$ cat config.mk
export PLATFORM = sky130hd
export DESIGN_NAME = pas_top
export DESIGN_NICKNAME = d
export VERILOG_FILES = /design/src/rtl/pas_pkg.sv /design/src/rtl/pas_sync_mux.sv /design/src/rtl/pas_src_sel.sv /design/src/rtl/pas_top.sv
export VERILOG_INCLUDE_DIRS = /design/src /design/src/rtl
export SDC_FILE = /design/constraint.sdc
export NUM_CORES = 1
export LEC_CHECK = 0
export ABC_AREA = 1
export BUFFER_PORTS_ARGS = -buffer_cell sky130_fd_sc_hd__buf_2
export CAP_MARGIN = 20
export CORE_MARGIN = 2
export CORE_UTILIZATION = 48
export DETAILED_ROUTE_END_ITERATION = 12
export GPL_TIMING_DRIVEN = 0
export PLACE_DENSITY_LB_ADDON = 0.25
export RECOVER_POWER = 50
export SKIP_CTS_REPAIR_TIMING = 1
export SLEW_MARGIN = 20
export SYNTH_ARGS = -nofsm -noshare
export SYNTH_HDL_FRONTEND = slang
export SYNTH_SLANG_ARGS = --single-unit
export TNS_END_PERCENT = 20
$ cat constraint.sdc
create_clock -name pclk -period 2 [get_ports pclk]
set_clock_uncertainty 0.15 [all_clocks]
set_input_delay 0.3 -clock pclk [delete_from_list [all_inputs] [get_ports pclk]]
set_output_delay 0.3 -clock pclk [all_outputs]
set_load 0.05 [all_outputs]
$ cat src/rtl/pas_defines.svh
/*
  Register offsets, field positions and reset values for the PWM
  auto-shutdown and period sync block. Assumes inclusion by bare name.
*/
`ifndef PAS_DEFINES_SVH
`define PAS_DEFINES_SVH

// Register byte offsets on the APB
`define PAS_OFF_SDCTRL 12'h000
`define PAS_OFF_SDSRC 12'h004
`define PAS_OFF_SDLVL 12'h008
`define PAS_OFF_SYNC 12'h00c
`define PAS_OFF_STATUS 12'h010

// Shutdown control fields
`define PAS_SD_EN_BIT 7
`define PAS_SD_EVT_BIT 6
`define PAS_SD_ACT_BIT 5
`define PAS_SD_OVR_BIT 4
`define PAS_SD_ARS_BIT 3
`define PAS_SD_IRQ_BIT 2

// Sync control fields
`define PAS_SY_POFST_BIT 7
`define PAS_SY_PRPOL_BIT 6
`define PAS_SY_DCPOL_BIT 5
`define PAS_SY_SEL_MSB 2
`define PAS_SY_WMASK 8'he7

// Reset values
`define PAS_SDCTRL_RST 8'h00
`define PAS_SYNC_RST 8'h00
`define PAS_LVL_RST 8'h00
`define PAS_SRC_RST 8'h00

`endif

$ cat src/rtl/pas_pkg.sv
/*
  Types shared by the auto-shutdown and sync block.
  Assumes nothing beyond a SystemVerilog compiler.
*/
package pas_pkg;

  // Restart state machine
  typedef enum logic [2:0] {
    PAS_RUN = 3'b001,
    PAS_SHUT = 3'b010,
    PAS_WAIT = 3'b100
  } pas_state_type;

  // Decoded sync control
  typedef struct packed {
    logic phase_offset_control;
    logic period_input_invert;
    logic duty_input_invert;
    logic [2:0] period_sync_select;
  } pas_sync_type;

  // Raw event inputs of the module
  typedef struct packed {
    logic period_event;
    logic phase_event;
    logic [3:0] period_async;
    logic [3:0] duty_async;
  } pas_event_type;

endpackage

$ cat src/rtl/pas_sync_mux.sv
/*
  Sync source selection and async event polarity.
  Assumes sync outputs of four sibling instances arrive in pclk domain.
*/
`timescale 1ns/1ps
`include "pas_defines.svh"

module pas_sync_mux
  import pas_pkg::*;
#(
  parameter int N_IN = 4
) (
  // Control
  input wire pas_sync_type cfg,
  // Events
  input wire logic period_event,
  input wire logic phase_event,
  input wire logic [3:0] sib_sync,
  input wire logic [N_IN-1:0] period_async,
  input wire logic [N_IN-1:0] duty_async,
  // Results
  output logic sync_in,
  output logic sync_src,
  output logic latch_set,
  output logic [N_IN-1:0] period_pol,
  output logic [N_IN-1:0] duty_pol
);

  // Reserved codes select nothing, so no spurious sync
  wire sel_own = (cfg.period_sync_select == 3'h0);
  wire sel_sib = (cfg.period_sync_select >= 3'h1) && (cfg.period_sync_select <= 3'h4);
  wire [1:0] sib_idx = 2'(cfg.period_sync_select - 3'h1);

  // Source selection
  assign sync_in = sel_own ? period_event : (sel_sib ? sib_sync[sib_idx] : 1'b0);

  // Role swap by phase offset
  assign sync_src = cfg.phase_offset_control ? phase_event : period_event;
  assign latch_set = cfg.phase_offset_control ? sync_in : phase_event;

  // Polarity per input
  genvar i;
  generate
    for (i = 0; i < N_IN; i++) begin : g_pol
      assign period_pol[i] = period_async[i] ^ cfg.period_input_invert;
      assign duty_pol[i] = duty_async[i] ^ cfg.duty_input_invert;
    end
  endgenerate

endmodule

$ cat src/rtl/pas_src_sel.sv
/*
  Gates the external shutdown sources by the source select mask.
  Assumes sources are synchronous levels.
*/
`timescale 1ns/1ps

module pas_src_sel #(
  parameter int N_SRC = 8
) (
  // Sources and mask
  input wire logic [N_SRC-1:0] src,
  input wire logic [N_SRC-1:0] mask,
  // Any selected source high
  output logic cond
);

  // Level sensitive OR of enabled sources
  assign cond = |(src & mask);

endmodule

$ cat src/rtl/pas_top.sv
/*
  PWM auto-shutdown, override and period sync control with an APB slave.
  Assumes the PWM core supplies events and normal outputs in the pclk domain.
*/
`timescale 1ns/1ps
`include "pas_defines.svh"

// Operation
// - Enable bit gates every shutdown function; clear disables them all, but sd_irq stays set and pins in shutdown keep override levels until the next period event.
// - Software setting the event flag is a shutdown event.
// - Override stays on outputs while the event flag is set.
// - Source select register chooses which inputs may shut down.
// - Any selected source high sets event flag and interrupt request.
// - External sources act on level, not edge.
// - During shutdown each pin takes its programmed override level.
// - Forced override bit drives override levels without interrupt.
// - Auto-restart bit chooses manual or automatic restart.
// - Manual mode: active flag stays set until software clears it.
// - Manual mode: outputs resume at first period event after clear.
// - Auto mode: active flag clears itself once condition is gone.
// - Auto mode: outputs resume at next period event after that.
// - Software clear of active flag ignored while condition present.
// - Bit 7 swaps sync output and latch set sources.
// - Bit 6 inverts all async period inputs.
// - Bit 5 inverts all async duty inputs.
// - Select field 0 own period, 1 to 4 sibling sync outputs.
module pas_top
  import pas_pkg::*;
#(
  parameter int N_SRC = 8,
  parameter int N_OUT = 6,
  parameter int N_ASYNC = 4
) (
  // Clock and reset
  input wire logic pclk,
  input wire logic presetn,
  // APB slave
  input wire logic psel,
  input wire logic penable,
  input wire logic pwrite,
  input wire logic [11:0] paddr,
  input wire logic [31:0] pwdata,
  output logic [31:0] prdata,
  output logic pready,
  output logic pslverr,
  // PWM core side
  input wire logic period_event,
  input wire logic phase_event,
  input wire logic [3:0] sib_sync,
  input wire logic [N_ASYNC-1:0] period_async,
  input wire logic [N_ASYNC-1:0] duty_async,
  input wire logic [N_OUT-1:0] pwm_normal,
  input wire logic [N_SRC-1:0] sd_src,
  // Results
  output logic [N_OUT-1:0] pwm_out,
  output logic sd_irq,
  output logic sync_in_o,
  output logic sync_out_o,
  output logic latch_set_o,
  output logic [N_ASYNC-1:0] period_pol_o,
  output logic [N_ASYNC-1:0] duty_pol_o
);

  // Registers
  logic en_reg, evt_reg, act_reg, ovr_reg, ars_reg, irq_reg, sw_evt_reg;
  logic [N_SRC-1:0] src_reg;
  logic [N_OUT-1:0] lvl_reg;
  logic [7:0] sync_reg;
  pas_state_type state_reg, state_next;
  logic ready_reg;
  logic [31:0] rdata_reg;
  logic err_reg;

  // Bus decode; single wait state so pready is registered
  wire acc = psel && penable && !ready_reg;
  wire wr = acc && pwrite;
  wire hit_ctl = (paddr == `PAS_OFF_SDCTRL);
  wire hit_src = (paddr == `PAS_OFF_SDSRC);
  wire hit_lvl = (paddr == `PAS_OFF_SDLVL);
  wire hit_syn = (paddr == `PAS_OFF_SYNC);
  wire hit_sta = (paddr == `PAS_OFF_STATUS);
  wire hit_any = hit_ctl | hit_src | hit_lvl | hit_syn | hit_sta;
  wire wr_ctl = wr && hit_ctl;

  // External condition, gated by enable
  logic ext_cond;
  pas_src_sel #(.N_SRC(N_SRC)) u_src (
    .src(sd_src),
    .mask(src_reg),
    .cond(ext_cond)
  );
  wire cond = en_reg && ext_cond;

  // Software writes to event, active and interrupt flags
  wire sw_evt_set = wr_ctl && pwdata[`PAS_SD_EVT_BIT];
  wire sw_evt_clr = wr_ctl && !pwdata[`PAS_SD_EVT_BIT];
  wire sw_act_clr = wr_ctl && !pwdata[`PAS_SD_ACT_BIT];
  wire sw_irq_clr = wr_ctl && !pwdata[`PAS_SD_IRQ_BIT];

  // Software request kept apart, so auto-restart drops only hardware events
  wire sw_evt_next = en_reg && (sw_evt_set || (sw_evt_reg && !sw_evt_clr));
  wire auto_drop = ars_reg && !sw_evt_reg;
  // Event flag: hardware set wins over software clear
  wire evt_next = en_reg && (cond || sw_evt_set ||
                             (evt_reg && !sw_evt_clr && !auto_drop));
  // Shutdown held by the event flag as it stands after this edge, so one
  // write that clears event and active flags together takes effect
  wire hold = evt_next;
  // Active flag clear: blocked while condition present
  wire act_clr_ok = sw_act_clr && !hold;
  wire auto_clr = ars_reg && !hold;
  wire act_next = en_reg && (hold || (act_reg && !(ars_reg ? auto_clr : act_clr_ok)));
  // Sticky interrupt, cleared by writing zero; set wins
  wire irq_next = cond || (irq_reg && !sw_irq_clr);

  // Restart state machine
  always_comb begin
    state_next = state_reg;
    unique case (state_reg)
      PAS_RUN: begin
        if (act_next) begin
          state_next = PAS_SHUT;
        end
      end
      PAS_SHUT: begin
        if (!act_next) begin
          state_next = PAS_WAIT;
        end
      end
      PAS_WAIT: begin
        if (act_next) begin
          state_next = PAS_SHUT;
        end else if (period_event) begin
          state_next = PAS_RUN;
        end
      end
    endcase
  end

  wire shut_out = (state_next != PAS_RUN) || (en_reg && ovr_reg);
  wire [N_OUT-1:0] out_next = shut_out ? lvl_reg : pwm_normal;

  // Sync role and polarity logic
  pas_sync_type cfg;
  assign cfg = '{sync_reg[`PAS_SY_POFST_BIT], sync_reg[`PAS_SY_PRPOL_BIT],
                 sync_reg[`PAS_SY_DCPOL_BIT], sync_reg[`PAS_SY_SEL_MSB:0]};
  logic sync_in_w, sync_src_w, latch_w;
  logic [N_ASYNC-1:0] ppol_w, dpol_w;
  pas_sync_mux #(.N_IN(N_ASYNC)) u_sync (
    .cfg(cfg),
    .period_event(period_event),
    .phase_event(phase_event),
    .sib_sync(sib_sync),
    .period_async(period_async),
    .duty_async(duty_async),
    .sync_in(sync_in_w),
    .sync_src(sync_src_w),
    .latch_set(latch_w),
    .period_pol(ppol_w),
    .duty_pol(dpol_w)
  );

  // Read mux
  wire [7:0] ctl_rd = {en_reg, evt_reg, act_reg, ovr_reg, ars_reg, irq_reg, 2'b00};
  wire [31:0] rd_mux = hit_ctl ? {24'h0, ctl_rd} :
                       hit_src ? 32'(src_reg) :
                       hit_lvl ? 32'(lvl_reg) :
                       hit_syn ? {24'h0, sync_reg} :
                       hit_sta ? {29'h0, state_reg} : 32'h0;

  // APB handshake registers
  always_ff @(posedge pclk or negedge presetn) begin
    if (!presetn) begin
      ready_reg <= 1'b0;
      rdata_reg <= 32'h0;
      err_reg <= 1'b0;
    end else begin
      ready_reg <= psel && penable && !ready_reg;
      rdata_reg <= (acc && !pwrite) ? rd_mux : rdata_reg;
      err_reg <= acc && !hit_any; // Unmapped address answered with error
    end
  end

  // Shutdown control and configuration registers
  always_ff @(posedge pclk or negedge presetn) begin
    if (!presetn) begin
      en_reg <= 1'b0;
      ovr_reg <= 1'b0;
      ars_reg <= 1'b0;
      src_reg <= '0;
      lvl_reg <= '0;
      sync_reg <= `PAS_SYNC_RST;
    end else begin
      if (wr_ctl) begin
        en_reg <= pwdata[`PAS_SD_EN_BIT];
        ovr_reg <= pwdata[`PAS_SD_OVR_BIT];
        ars_reg <= pwdata[`PAS_SD_ARS_BIT];
      end
      if (wr && hit_src) begin
        src_reg <= pwdata[N_SRC-1:0];
      end
      if (wr && hit_lvl) begin
        lvl_reg <= pwdata[N_OUT-1:0];
      end
      if (wr && hit_syn) begin
        sync_reg <= pwdata[7:0] & `PAS_SY_WMASK;
      end
    end
  end

  // Flags, state and outputs
  always_ff @(posedge pclk or negedge presetn) begin
    if (!presetn) begin
      evt_reg <= 1'b0;
      sw_evt_reg <= 1'b0;
      act_reg <= 1'b0;
      irq_reg <= 1'b0;
      state_reg <= PAS_RUN;
      pwm_out <= '0;
    end else begin
      evt_reg <= evt_next;
      sw_evt_reg <= sw_evt_next;
      act_reg <= act_next;
      irq_reg <= irq_next;
      state_reg <= state_next;
      pwm_out <= out_next;
    end
  end

  // Registered sync outputs
  always_ff @(posedge pclk or negedge presetn) begin
    if (!presetn) begin
      sync_in_o <= 1'b0;
      sync_out_o <= 1'b0;
      latch_set_o <= 1'b0;
      period_pol_o <= '0;
      duty_pol_o <= '0;
    end else begin
      sync_in_o <= sync_in_w;
      sync_out_o <= sync_src_w;
      latch_set_o <= latch_w;
      period_pol_o <= ppol_w;
      duty_pol_o <= dpol_w;
    end
  end

  assign prdata = rdata_reg;
  assign pready = ready_reg;
  assign pslverr = err_reg;
  assign sd_irq = irq_reg;

  // Assertions
  property p_dis;
    @(posedge pclk) disable iff (!presetn) !en_reg |=> !act_reg && !evt_reg;
  endproperty
  a_dis: assert property (p_dis) else $error("shutdown active while disabled");

  property p_ext;
    @(posedge pclk) disable iff (!presetn) (en_reg && ext_cond) |=> evt_reg && act_reg && irq_reg;
  endproperty
  a_ext: assert property (p_ext) else $error("source did not raise shutdown");

  property p_lvl;
    @(posedge pclk) disable iff (!presetn) (act_reg && $stable(lvl_reg)) |-> pwm_out == lvl_reg;
  endproperty
  a_lvl: assert property (p_lvl) else $error("override level missing");

  property p_ovr_noirq;
    @(posedge pclk) disable iff (!presetn)
      (en_reg && ovr_reg && !ext_cond && !irq_reg && !sw_evt_set) |=> !irq_reg;
  endproperty
  a_ovr_noirq: assert property (p_ovr_noirq) else $error("override raised irq");

  property p_manual;
    @(posedge pclk) disable iff (!presetn)
      (act_reg && en_reg && !ars_reg && !wr_ctl) |=> act_reg;
  endproperty
  a_manual: assert property (p_manual) else $error("manual flag self cleared");

  property p_noclr;
    @(posedge pclk) disable iff (!presetn) (hold && act_reg) |=> act_reg;
  endproperty
  a_noclr: assert property (p_noclr) else $error("active cleared under condition");

  property p_restart;
    @(posedge pclk) disable iff (!presetn)
      (state_reg == PAS_WAIT && period_event && !act_next) |=> state_reg == PAS_RUN;
  endproperty
  a_restart: assert property (p_restart) else $error("no restart at period");

  property p_sticky;
    @(posedge pclk) disable iff (!presetn) (irq_reg && !sw_irq_clr) |=> irq_reg;
  endproperty
  a_sticky: assert property (p_sticky) else $error("irq lost");

  property p_res;
    @(posedge pclk) disable iff (!presetn) sync_reg[4:3] == 2'b00;
  endproperty
  a_res: assert property (p_res) else $error("reserved sync bits set");

  property p_sw_evt;
    @(posedge pclk) disable iff (!presetn) (en_reg && sw_evt_set) |=> evt_reg && act_reg;
  endproperty
  a_sw_evt: assert property (p_sw_evt) else $error("software event ignored");

  property p_evt_hold;
    @(posedge pclk) disable iff (!presetn)
      (evt_reg && $stable(lvl_reg)) |-> pwm_out == lvl_reg;
  endproperty
  a_evt_hold: assert property (p_evt_hold) else $error("override left early");

  property p_auto;
    @(posedge pclk) disable iff (!presetn)
      (en_reg && ars_reg && !ext_cond && !sw_evt_reg && !sw_evt_set) |=> !act_reg && !evt_reg;
  endproperty
  a_auto: assert property (p_auto) else $error("auto restart kept shutdown");

  property p_wait;
    @(posedge pclk) disable iff (!presetn)
      (state_reg != PAS_RUN && !period_event) |=> state_reg != PAS_RUN;
  endproperty
  a_wait: assert property (p_wait) else $error("restart off the period event");

  property p_resume;
    @(posedge pclk) disable iff (!presetn)
      (state_reg == PAS_WAIT && period_event && !act_next && !ovr_reg) |=>
        pwm_out == $past(pwm_normal);
  endproperty
  a_resume: assert property (p_resume) else $error("normal output not resumed");

  property p_sync_own;
    @(posedge pclk) disable iff (!presetn)
      (sync_reg[`PAS_SY_SEL_MSB:0] == 3'h0) |=> sync_in_o == $past(period_event);
  endproperty
  a_sync_own: assert property (p_sync_own) else $error("own period sync lost");

  property p_role_ph;
    @(posedge pclk) disable iff (!presetn)
      sync_reg[`PAS_SY_POFST_BIT] |=> sync_out_o == $past(phase_event);
  endproperty
  a_role_ph: assert property (p_role_ph) else $error("sync output role wrong");

  property p_role_lt;
    @(posedge pclk) disable iff (!presetn)
      !sync_reg[`PAS_SY_POFST_BIT] |=> latch_set_o == $past(phase_event);
  endproperty
  a_role_lt: assert property (p_role_lt) else $error("latch set role wrong");

  property p_pol_per;
    @(posedge pclk) disable iff (!presetn)
      sync_reg[`PAS_SY_PRPOL_BIT] |=> period_pol_o == ~$past(period_async);
  endproperty
  a_pol_per: assert property (p_pol_per) else $error("period input not inverted");

  property p_pol_dut;
    @(posedge pclk) disable iff (!presetn)
      !sync_reg[`PAS_SY_DCPOL_BIT] |=> duty_pol_o == $past(duty_async);
  endproperty
  a_pol_dut: assert property (p_pol_dut) else $error("duty input altered");

  c_shut: cover property (@(posedge pclk) disable iff (!presetn) $rose(act_reg));
  c_auto: cover property (@(posedge pclk) disable iff (!presetn) ars_reg && $fell(act_reg));
  c_run: cover property (@(posedge pclk) disable iff (!presetn)
    state_reg == PAS_WAIT ##1 state_reg == PAS_RUN);
  c_force: cover property (@(posedge pclk) disable iff (!presetn)
    en_reg && ovr_reg && !act_reg);
  c_swap: cover property (@(posedge pclk) disable iff (!presetn)
    sync_reg[`PAS_SY_POFST_BIT] && phase_event);

endmodule

==> impl_metrics.yaml, run 1 <==
outcome:
  status: "finished with violations"
  violations: "negative hold slack"
finish:
  fillers: 550
  finalInstanceArea_um2: 3739
  synthToLayoutAreaGrowth_pct: 26.24
  diodes: 0
  fin_nets: 541
  drive_gt1_share_pct: 32.12
power_and_ir_drop:
  p_leak_nw: 2.108
  power.internal_mw: 1.789
  p_sw_share_pct: 28.26
  ir_drop_v: 0.0004501
  p_per_area_nw_per_um2: 667.1
  p_comb_share_pct: 14.6
  p_sw_mw: 0.7048
  seq_power_share_pct: 47.2
  pwr-share-clk_pct: 38.2
global_route:
  antenna_found_initial: 0
  grt_pass1_vias: 2534
  grt-ovfl-total: 0
  grt_pass1_wl_um: 11410
  grt.total_usage_pct: 22.93
  grt_max_degree: 58
cts:
  clk_pin_slew_ns: 0.06
  cts_tree: "built"
  clk_latency_ns: 0.34
  clockBufferDepth: 2
  cts_buffers: 9
  cts_root_buf: "clkbuf_8"
  cts_sinks: 57
  htree_levels: 3
setup_path:
  end_kind: "flop"
  crit_path_top_delay_cell: "dfrtp_1"
  cp_top_family: "simple AND/OR/NAND/NOR gates"
  path_buf_inv: 2
  cp_max_fo: 9
  critPathArrivalTime_ns: 2.04
  startpoint: "pready"
  crit_top_cell: "nand2_1"
  slowest_delay_ns: 0.37
  cp-start-kind: "flop"
  path_class: "reg -> reg"
  required_ns: 2.13
  cp_cell_sequence: "inv_1, nand3_2, nor2_2, inv_2, nor2_1, o221a_2, nand2_1, nand2_1"
  rr_startpoint: "pready"
synthesis:
  synth_edf_count: 0
  yosysSeqAreaShare_pct: 48.20
  synth_ff_type: "dfrtp_1"
  synth-seq-cells: 57
  syn_avg_cell_area_um2: 8.560
  ys_async_sr_fraction_pct: 100.0
  synth_cells: 346
  synthDistinctLibCells: 43
  yosysWarnings: 0
  syn-cell-area_um2: 2962
sta:
  finalSetupTns_ns: 0
  fin_crit_ns: 1.908
  worst_pin_slew_ns: 1.243
  finalWorstSetupSlack_ns: 0.09194
  grt_setup_unrepaired: "no"
  report.final.setup_viol: 0
  hold_slack_ns: -0.009419
  fin_crit_sh_pct: 95.40
  slew_violations: 0
  hold_violations: 5
  fmax_ghz: 0.5241
  relSlewSlack_pct: 17.10
detailed_routing:
  vias_per_cell: 4.847
  wl_per_cell_um: 13.27
  drcViolationCount: 0
  vias: 2627
  routed_wirelength_um: 7194
  drt_pre_antenna_iters: 4
  ant_nets: 0
  initialDrtViolationCount: 143
placed_design:
  placed_area_um2: 3545
  gp_congestion: 0.8976
  io_buffers: 80
  dp_hpwl_um: 5533
  pre_cts_slack_ns: 0.1239
job:
  maxCapViolations: 0
worst_hold_path:
  hp-start: "duty_async[0]"
  min_path_type: "in -> reg"
die:
  fp-row-count: 28
  die_area_um2: 6815
  core_area_um2: 5956
  dieHeight_um: 82.55
  die_w_um: 82.55
  start_util_pct: 49.73
  ios: 129
path summary, 6_finish.rpt:
path	endpoint	slack (ns)	cells past startpoint
worst max-delay path	prdata[0]	0.09	8
worst min-delay path	duty_pol_o[0]	-0.009	2
worst max register to register	prdata[0]	0.09	8
worst min register to register	prdata[5]	0.33	2
max in group asynchronous	sync_reg[7]	0.33	2
min in group asynchronous	evt_reg	0.63	2
placed cells by master (no fill, tap or decap), types with 2 or more instances in the layout:
| cell type | instances |
|---|---|
| a21boi_0 | 2 |
| a21oi_1 | 2 |
| buf_2 | 80 |
| buf_4 | 24 |
| clkbuf_1 | 8 |
| clkbuf_8 | 11 |
| conb_1 | 24 |
| dfrtp_1 | 56 |
| dlygate4sd3_1 | 2 |
| ha_1 | 2 |
| inv_1 | 27 |
| inv_2 | 7 |
| nand2_1 | 104 |
| nand2_2 | 7 |
| nand3_1 | 12 |
| nand3_2 | 2 |
| nand4_1 | 11 |
| nor2_1 | 15 |
| nor2_4 | 3 |
| nor3_2 | 2 |
| o21a_1 | 2 |
| o21ai_0 | 23 |
| o21ai_1 | 9 |
| o221ai_1 | 2 |
| xor2_1 | 8 |
power groups by stage:
stage	clock network (mW)	registers [mW]	logic [mW]
4_1_cts	0.967	1.18	0.363
2_1_floorplan	0	1.26	0.184
6_report	0.953	1.18	0.364
3_5_place_dp	0	1.20	0.362
5_1_grt	1.02	1.18	0.391
3_3_place_gp	0	1.20	0.356
area by class of cell:
class	count	area (um^2)	share of cell area [%]
sequential	57	1428	38.19
multi-input combinational	248	1291	34.54
timing repair buffer	82	416.7	11.14
buffer	30	206.4	5.522
clock buffer	14	162.7	4.351
inverter	34	127.6	3.414
tap	75	93.84	2.510
clock inverter	2	12.51	0.3347
metrics by stage:
step / utilization [%] / hold slack (ns) / power, mW / cells
global placement: 59.47 / 0.3088 / 1.554 / 524
detailed placement: 59.52 / 0.2458 / 1.560 / 524
finish: 62.77 / -0.009419 / 2.494 / 542
CTS: 62.46 / -0.1155 / 2.506 / 540
global route: 62.77 / 0.0001582 / 2.587 / 542
floorplan: - / -0.1456 / 1.445 / 369
Yosys cell counts, types with 2 or more instances:
master	n	area, um^2
buf_4	24	180.2
nor2_4	2	22.52
nor2_1	15	56.30
nand3_1	12	60.06
inv_2	7	26.28
nand2_2	7	43.79
nor2_2	2	12.51
a21boi_0	2	15.01
xor2_1	8	70.07
o21a_1	2	15.01
nand4_1	11	68.82
nor3_2	2	20.02
nand2_1	104	390.4
dfrtp_1	56	1401
clkbuf_1	2	7.510
o221ai_1	2	17.52
ha_1	2	25.02
o21ai_1	9	45.04
o21ai_0	23	115.1
a21oi_1	2	10.01
inv_1	27	101.4
buf_2	3	15.01
nand3_2	2	20.02
per-layer routing:
layer / track usage, % / share of wire [%] / vias up
li1: - / - / 1308
met1: 27.84 / 42 / 1229
met2: 39.44 / 51 / 81
met3: 3.913 / 6.1 / 9
met4: 10.98 / 1.6 / 0
met5: 0 / 0 / -
cell families (layout without fill, tap and decap cells):
family          after synthesis  in the layout  share of synthesized area (%)
flops                        57             57                          48.20
buf+inv                      64            162                          11.28
simple gates                166            166                          27.33
fa+ha+maj                     2              2                         0.8448
other cells                   1             24                         0.1266
compound gates               48             48                          9.844
xor+xnor                      8              8                          2.366
No activity file was read; power rests on OpenSTA's default activity.
==> inputs of run 2 (changes only) <==
--- a/config.mk
+++ b/config.mk
@@ -10,7 +10,7 @@
 export BUFFER_PORTS_ARGS = -buffer_cell sky130_fd_sc_hd__buf_2
 export CAP_MARGIN = 20
 export CORE_MARGIN = 2
-export CORE_UTILIZATION = 48
+export CORE_UTILIZATION = 25
 export DETAILED_ROUTE_END_ITERATION = 12
 export GPL_TIMING_DRIVEN = 0
 export PLACE_DENSITY_LB_ADDON = 0.25
==> impl_metrics.yaml, run 2 (same netlist as run 1, synthesis figures left out) <==
sta:
  relSlewSlack_pct: 51.08
  finalSetupTns_ns: 0
  report.final.setup_viol: 0
  fin_crit_sh_pct: 90.70
  worst_pin_slew_ns: 0.7339
  slew_violations: 0
  fmax_ghz: 0.5512
  grt_setup_unrepaired: "no"
  hold_slack_ns: -0.0006153
  hold_violations: 1
  fin_crit_ns: 1.814
finish:
  final_cell_mix: "nand2_1 (104), buf_2 (72), dfrtp_1 (56), inv_1 (27), buf_4 (25)"
  fin_nets: 540
  synthToLayoutAreaGrowth_pct: 31.69
  drive_gt1_share_pct: 30.97
  diodes: 0
  layout_commonest_cell: "nand2_1"
  utilization_pct: 34.01
setup_path:
  crit_path_top_delay_cell: "dfrtp_1"
  end_kind: "flop"
  critPathArrivalTime_ns: 1.87
  path_class: "reg -> reg"
  r2r_setup_slack_ns: 0.19
  cp_top_family: "simple AND/OR/NAND/NOR gates"
  cp_max_fo: 8
  cp-start-kind: "flop"
  reg2regPathDepth: 10
  required_ns: 2.05
  path_buf_inv: 2
  reg2reg_to: "pwm_out[3]"
  slowest_delay_ns: 0.37
  cp_cell_sequence: "inv_1, nand3_2, nor2_4, nand4_2, nand2_1, inv_1, nand3_1, nand2_2, nand4_1, nand2_1"
  rr_startpoint: "pready"
  startpoint: "pready"
die:
  core_area_um2: 11470
  ios: 129
  dieHeight_um: 112.8
  die_w_um: 112.8
  start_util_pct: 25.83
  fp-row-count: 39
  die_area_um2: 12730
detailed_routing:
  routed_wirelength_um: 7937
  ant_nets: 0
  drcViolationCount: 0
  vias: 2558
  initialDrtViolationCount: 143
  wl_per_cell_um: 13.05
  drt_pre_antenna_iters: 4
  vias_per_cell: 4.207
placed_design:
  dp_hpwl_um: 6288
  io_buffers: 80
  gp_congestion: 0.8897
worst_hold_path:
  whs_path_depth: 2
  min_path_type: "in -> reg"
  hp-start: "duty_async[0]"
  holdPathEnd: "duty_pol_o[0]"
cts:
  cts_buffers: 9
  clk_pin_slew_ns: 0.05
  clockBufferDepth: 2
  htree_levels: 3
  clk_latency_ns: 0.32
  cts_sinks: 57
  cts_tree: "built"
  cts_root_buf: "clkbuf_16"
power_and_ir_drop:
  p_leak_nw: 2.131
  p_per_area_nw_per_um2: 741.5
  ir_drop_v: 0.0004226
global_route:
  grt_max_degree: 58
  antenna_found_initial: 0
  grt.total_usage_pct: 13.08
  grt-ovfl-total: 0
  grt_pass1_wl_um: 12970
  grt_pass1_vias: 2628
job:
  maxCapViolations: 0
outcome:
  violations: "negative hold slack"
  status: "finished with violations"
==> run 2: cell types whose count changed in the layout (fill, tap and decap cells not counted), moves of 3 or more <==
cell | before | now
clkbuf_16 | 0 | 9
buf_2 | 80 | 72
clkinv_2 | 1 | 4
clkbuf_1 | 8 | 13
clkbuf_8 | 11 | 1
==> run 2: routing by layer <==
layer | part of all wire (%) | GRT usage (%) | vias to the layer above
li1 | - | - | 1304
met1 | 46 | 17.23 | 1156
met2 | 45 | 20.28 | 88
met3 | 7.4 | 4.178 | 10
met4 | 1.7 | 4.634 | 0
met5 | 0 | 0 | -
==> run 2: metrics by stage <==
step / hold WS, ns / total power, mW / std cells / area [um^2] / setup WS (ns)
2_1_floorplan: -0.1456 / 1.445 / 369 / 3048 / 0.1343
3_3_place_gp: 0.3091 / 1.560 / 592 / 3627 / 0.1304
3_5_place_dp: 0.2669 / 1.563 / 592 / 3630 / 0.04828
4_1_cts: -0.07583 / 2.925 / 607 / 3892 / 0.03934
5_1_grt: 0.005522 / 3.001 / 608 / 3900 / 0.03947
6_report: -0.0006153 / 2.892 / 608 / 3900 / 0.1859
==> run 2: worst reg2reg max path, cell delays in order, from the launching register on <==
cell and delay, ns:
dfrtp_1 0.37, inv_1 0.07, nand3_2 0.14, nor2_4 0.26, nand4_2 0.18, nand2_1 0.09, inv_1 0.04, nand3_1 0.08
nand2_2 0.14, nand4_1 0.13, nand2_1 0.06
==> run 2: final cells by class <==
type,instances,area (um^2)
Tap cell,143,178.9
Fill cell,1233,7567
Clock inverter,4,20.02
Multi-Input combinational cell,248,1296
Timing Repair Buffer,81,400.4
Inverter,34,127.6
Sequential cell,57,1428
Clock buffer,11,242.7
Buffer,30,206.4
==> run 2: report_power, final <==
group / switching (mW) / internal [mW] / total (mW) / leakage (nW)
Sequential: 0.00652 / 1.17 / 1.18 / 0.759
Combinational: 0.263 / 0.0998 / 0.363 / 1.24
Clock: 0.496 / 0.853 / 1.35 / 0.135
==> run 2: how the worst max path moves through the flow <==
stage          depth (start not counted)    endpoint  slack, ns
3_5_place_dp                          10  pwm_out[3]       0.05
6_report                              10  pwm_out[3]       0.19
3_3_place_gp                          10  pwm_out[3]       0.13
2_1_floorplan                         10  pwm_out[0]       0.13
5_1_grt                               10  pwm_out[4]       0.04
4_1_cts                               10  pwm_out[3]       0.04
==> inputs of run 3 (changes only) <==
--- a/config.mk
+++ b/config.mk
@@ -13,6 +13,7 @@
 export CORE_UTILIZATION = 25
 export DETAILED_ROUTE_END_ITERATION = 12
 export GPL_TIMING_DRIVEN = 0
+export HOLD_SLACK_MARGIN = 0.05
 export PLACE_DENSITY_LB_ADDON = 0.25
 export RECOVER_POWER = 50
 export SKIP_CTS_REPAIR_TIMING = 1
==> impl_metrics.yaml, run 3 (same netlist as run 1, synthesis figures left out) <==
outcome:
  status: "complete, no violations"
placed_design:
  gp_congestion: 0.8897
  dp_hpwl_um: 6288
  io_buffers: 80
  placed_area_um2: 3630
finish:
  multiInputGateArea_um2: 1296
  fillers: 1224
  final_cell_mix: "nand2_1 (104), buf_2 (72), dfrtp_1 (56), inv_1 (27), buf_4 (25)"
  finalInstanceArea_um2: 3980
  utilization_pct: 34.71
  layout_commonest_cell: "nand2_1"
  diodes: 0
  register_area_um2: 1428
  fin_nets: 548
  synthToLayoutAreaGrowth_pct: 34.39
  drive_gt1_share_pct: 30.44
setup_path:
  endpoint: "pwm_out[3]"
  reg2reg_to: "pwm_out[3]"
  path_class: "reg -> reg"
  cp-start-kind: "flop"
  reg2regPathDepth: 10
  rr_startpoint: "pready"
  required_ns: 2.05
  critPathArrivalTime_ns: 1.87
  cp_max_fo: 8
  r2r_setup_slack_ns: 0.18
  end_kind: "flop"
  startpoint: "pready"
detailed_routing:
  initialDrtViolationCount: 203
  ant_nets: 0
  drcViolationCount: 0
  drt_pre_antenna_iters: 4
  wl_per_cell_um: 13.02
  vias: 2595
  routed_wirelength_um: 8019
  vias_per_cell: 4.213
cts:
  cts_buffers: 9
  clockBufferDepth: 2
  cts_tree: "built"
  clk_pin_slew_ns: 0.05
  htree_levels: 3
  cts_root_buf: "clkbuf_16"
  clk_latency_ns: 0.32
  cts_sinks: 57
global_route:
  grt_pass1_wl_um: 12970
  grt_max_degree: 58
  antenna_found_initial: 0
  grt_pass1_vias: 2628
  grt.total_usage_pct: 13.08
  grt-ovfl-total: 0
die:
  die_area_um2: 12730
  ios: 129
  dieHeight_um: 112.8
  fp-row-count: 39
  start_util_pct: 25.83
  core_area_um2: 11470
  die_w_um: 112.8
sta:
  hold_violations: 0
  report.final.setup_viol: 0
  fin_crit_ns: 1.818
  slew_violations: 0
  worst_pin_slew_ns: 0.7296
  fin_crit_sh_pct: 90.89
  relSlewSlack_pct: 51.36
  grt_setup_unrepaired: "no"
  fmax_ghz: 0.5501
  finalSetupTns_ns: 0
power_and_ir_drop:
  p_leak_nw: 2.165
  p_per_area_nw_per_um2: 730.1
  ir_drop_v: 0.0004247
job:
  maxCapViolations: 0
worst_hold_path:
  min_path_type: "in -> reg"
## run 3: worst min-delay path by stage
stage	startpoint	end	slack [ns]	cells after the start
after floorplan	presetn	act_reg	-0.15	0
after global placement	prdata[6]	prdata[6]	0.31	2
after detailed placement	presetn	sync_in_o	0.27	1
after CTS	presetn	prdata[2]	-0.08	1
after global routing	phase_event	latch_set_o	0.07	3
final	phase_event	latch_set_o	0.06	3
## run 3: per-layer routing
layer	share of wire, %	vias up	GRT usage [%]	wire (um)
met1	46	1176	17.23	3716
li1	-	1318	-	-
met4	1.6	0	4.634	132
met3	7.0	10	4.178	560
met5	0	-	0	0
met2	45	91	20.28	3610
## run 3: cell type report
| class | count | area share (%) |
|---|---|---|
| Sequential cell | 57 | 35.87 |
| Tap cell | 143 | 4.495 |
| Clock inverter | 4 | 0.5030 |
| Clock buffer | 11 | 6.099 |
| Buffer | 30 | 5.187 |
| Inverter | 34 | 3.207 |
| Multi-Input combinational cell | 248 | 32.57 |
| Timing Repair Buffer | 89 | 12.07 |
## run 3: metrics by stage
stage	std cells	setup WS, ns	hold slack, ns	power (mW)
finish	616	0.1822	0.06049	2.906
CTS	607	0.03934	-0.07583	2.925
floorplan	369	0.1343	-0.1456	1.445
global placement	592	0.1304	0.3091	1.560
global route	616	0.03947	0.06973	3.014
detailed placement	592	0.04828	0.2669	1.563
## run 3: report_power, final
part           internal (mW)  total (mW)  switching, mW
sequential              1.17        1.18        0.00654
clock                  0.853        1.35          0.497
combinational          0.110       0.375          0.265
total                   2.14        2.91          0.769
## run 3: worst max-delay path: stages, from the launching register on
cell     delay (ns)
dfrtp_1        0.37
inv_1          0.07
nand3_2        0.14
nor2_4         0.26
nand4_2        0.18
nand2_1        0.09
inv_1          0.04
nand3_1        0.08
nand2_2        0.14
nand4_1        0.13
nand2_1        0.06
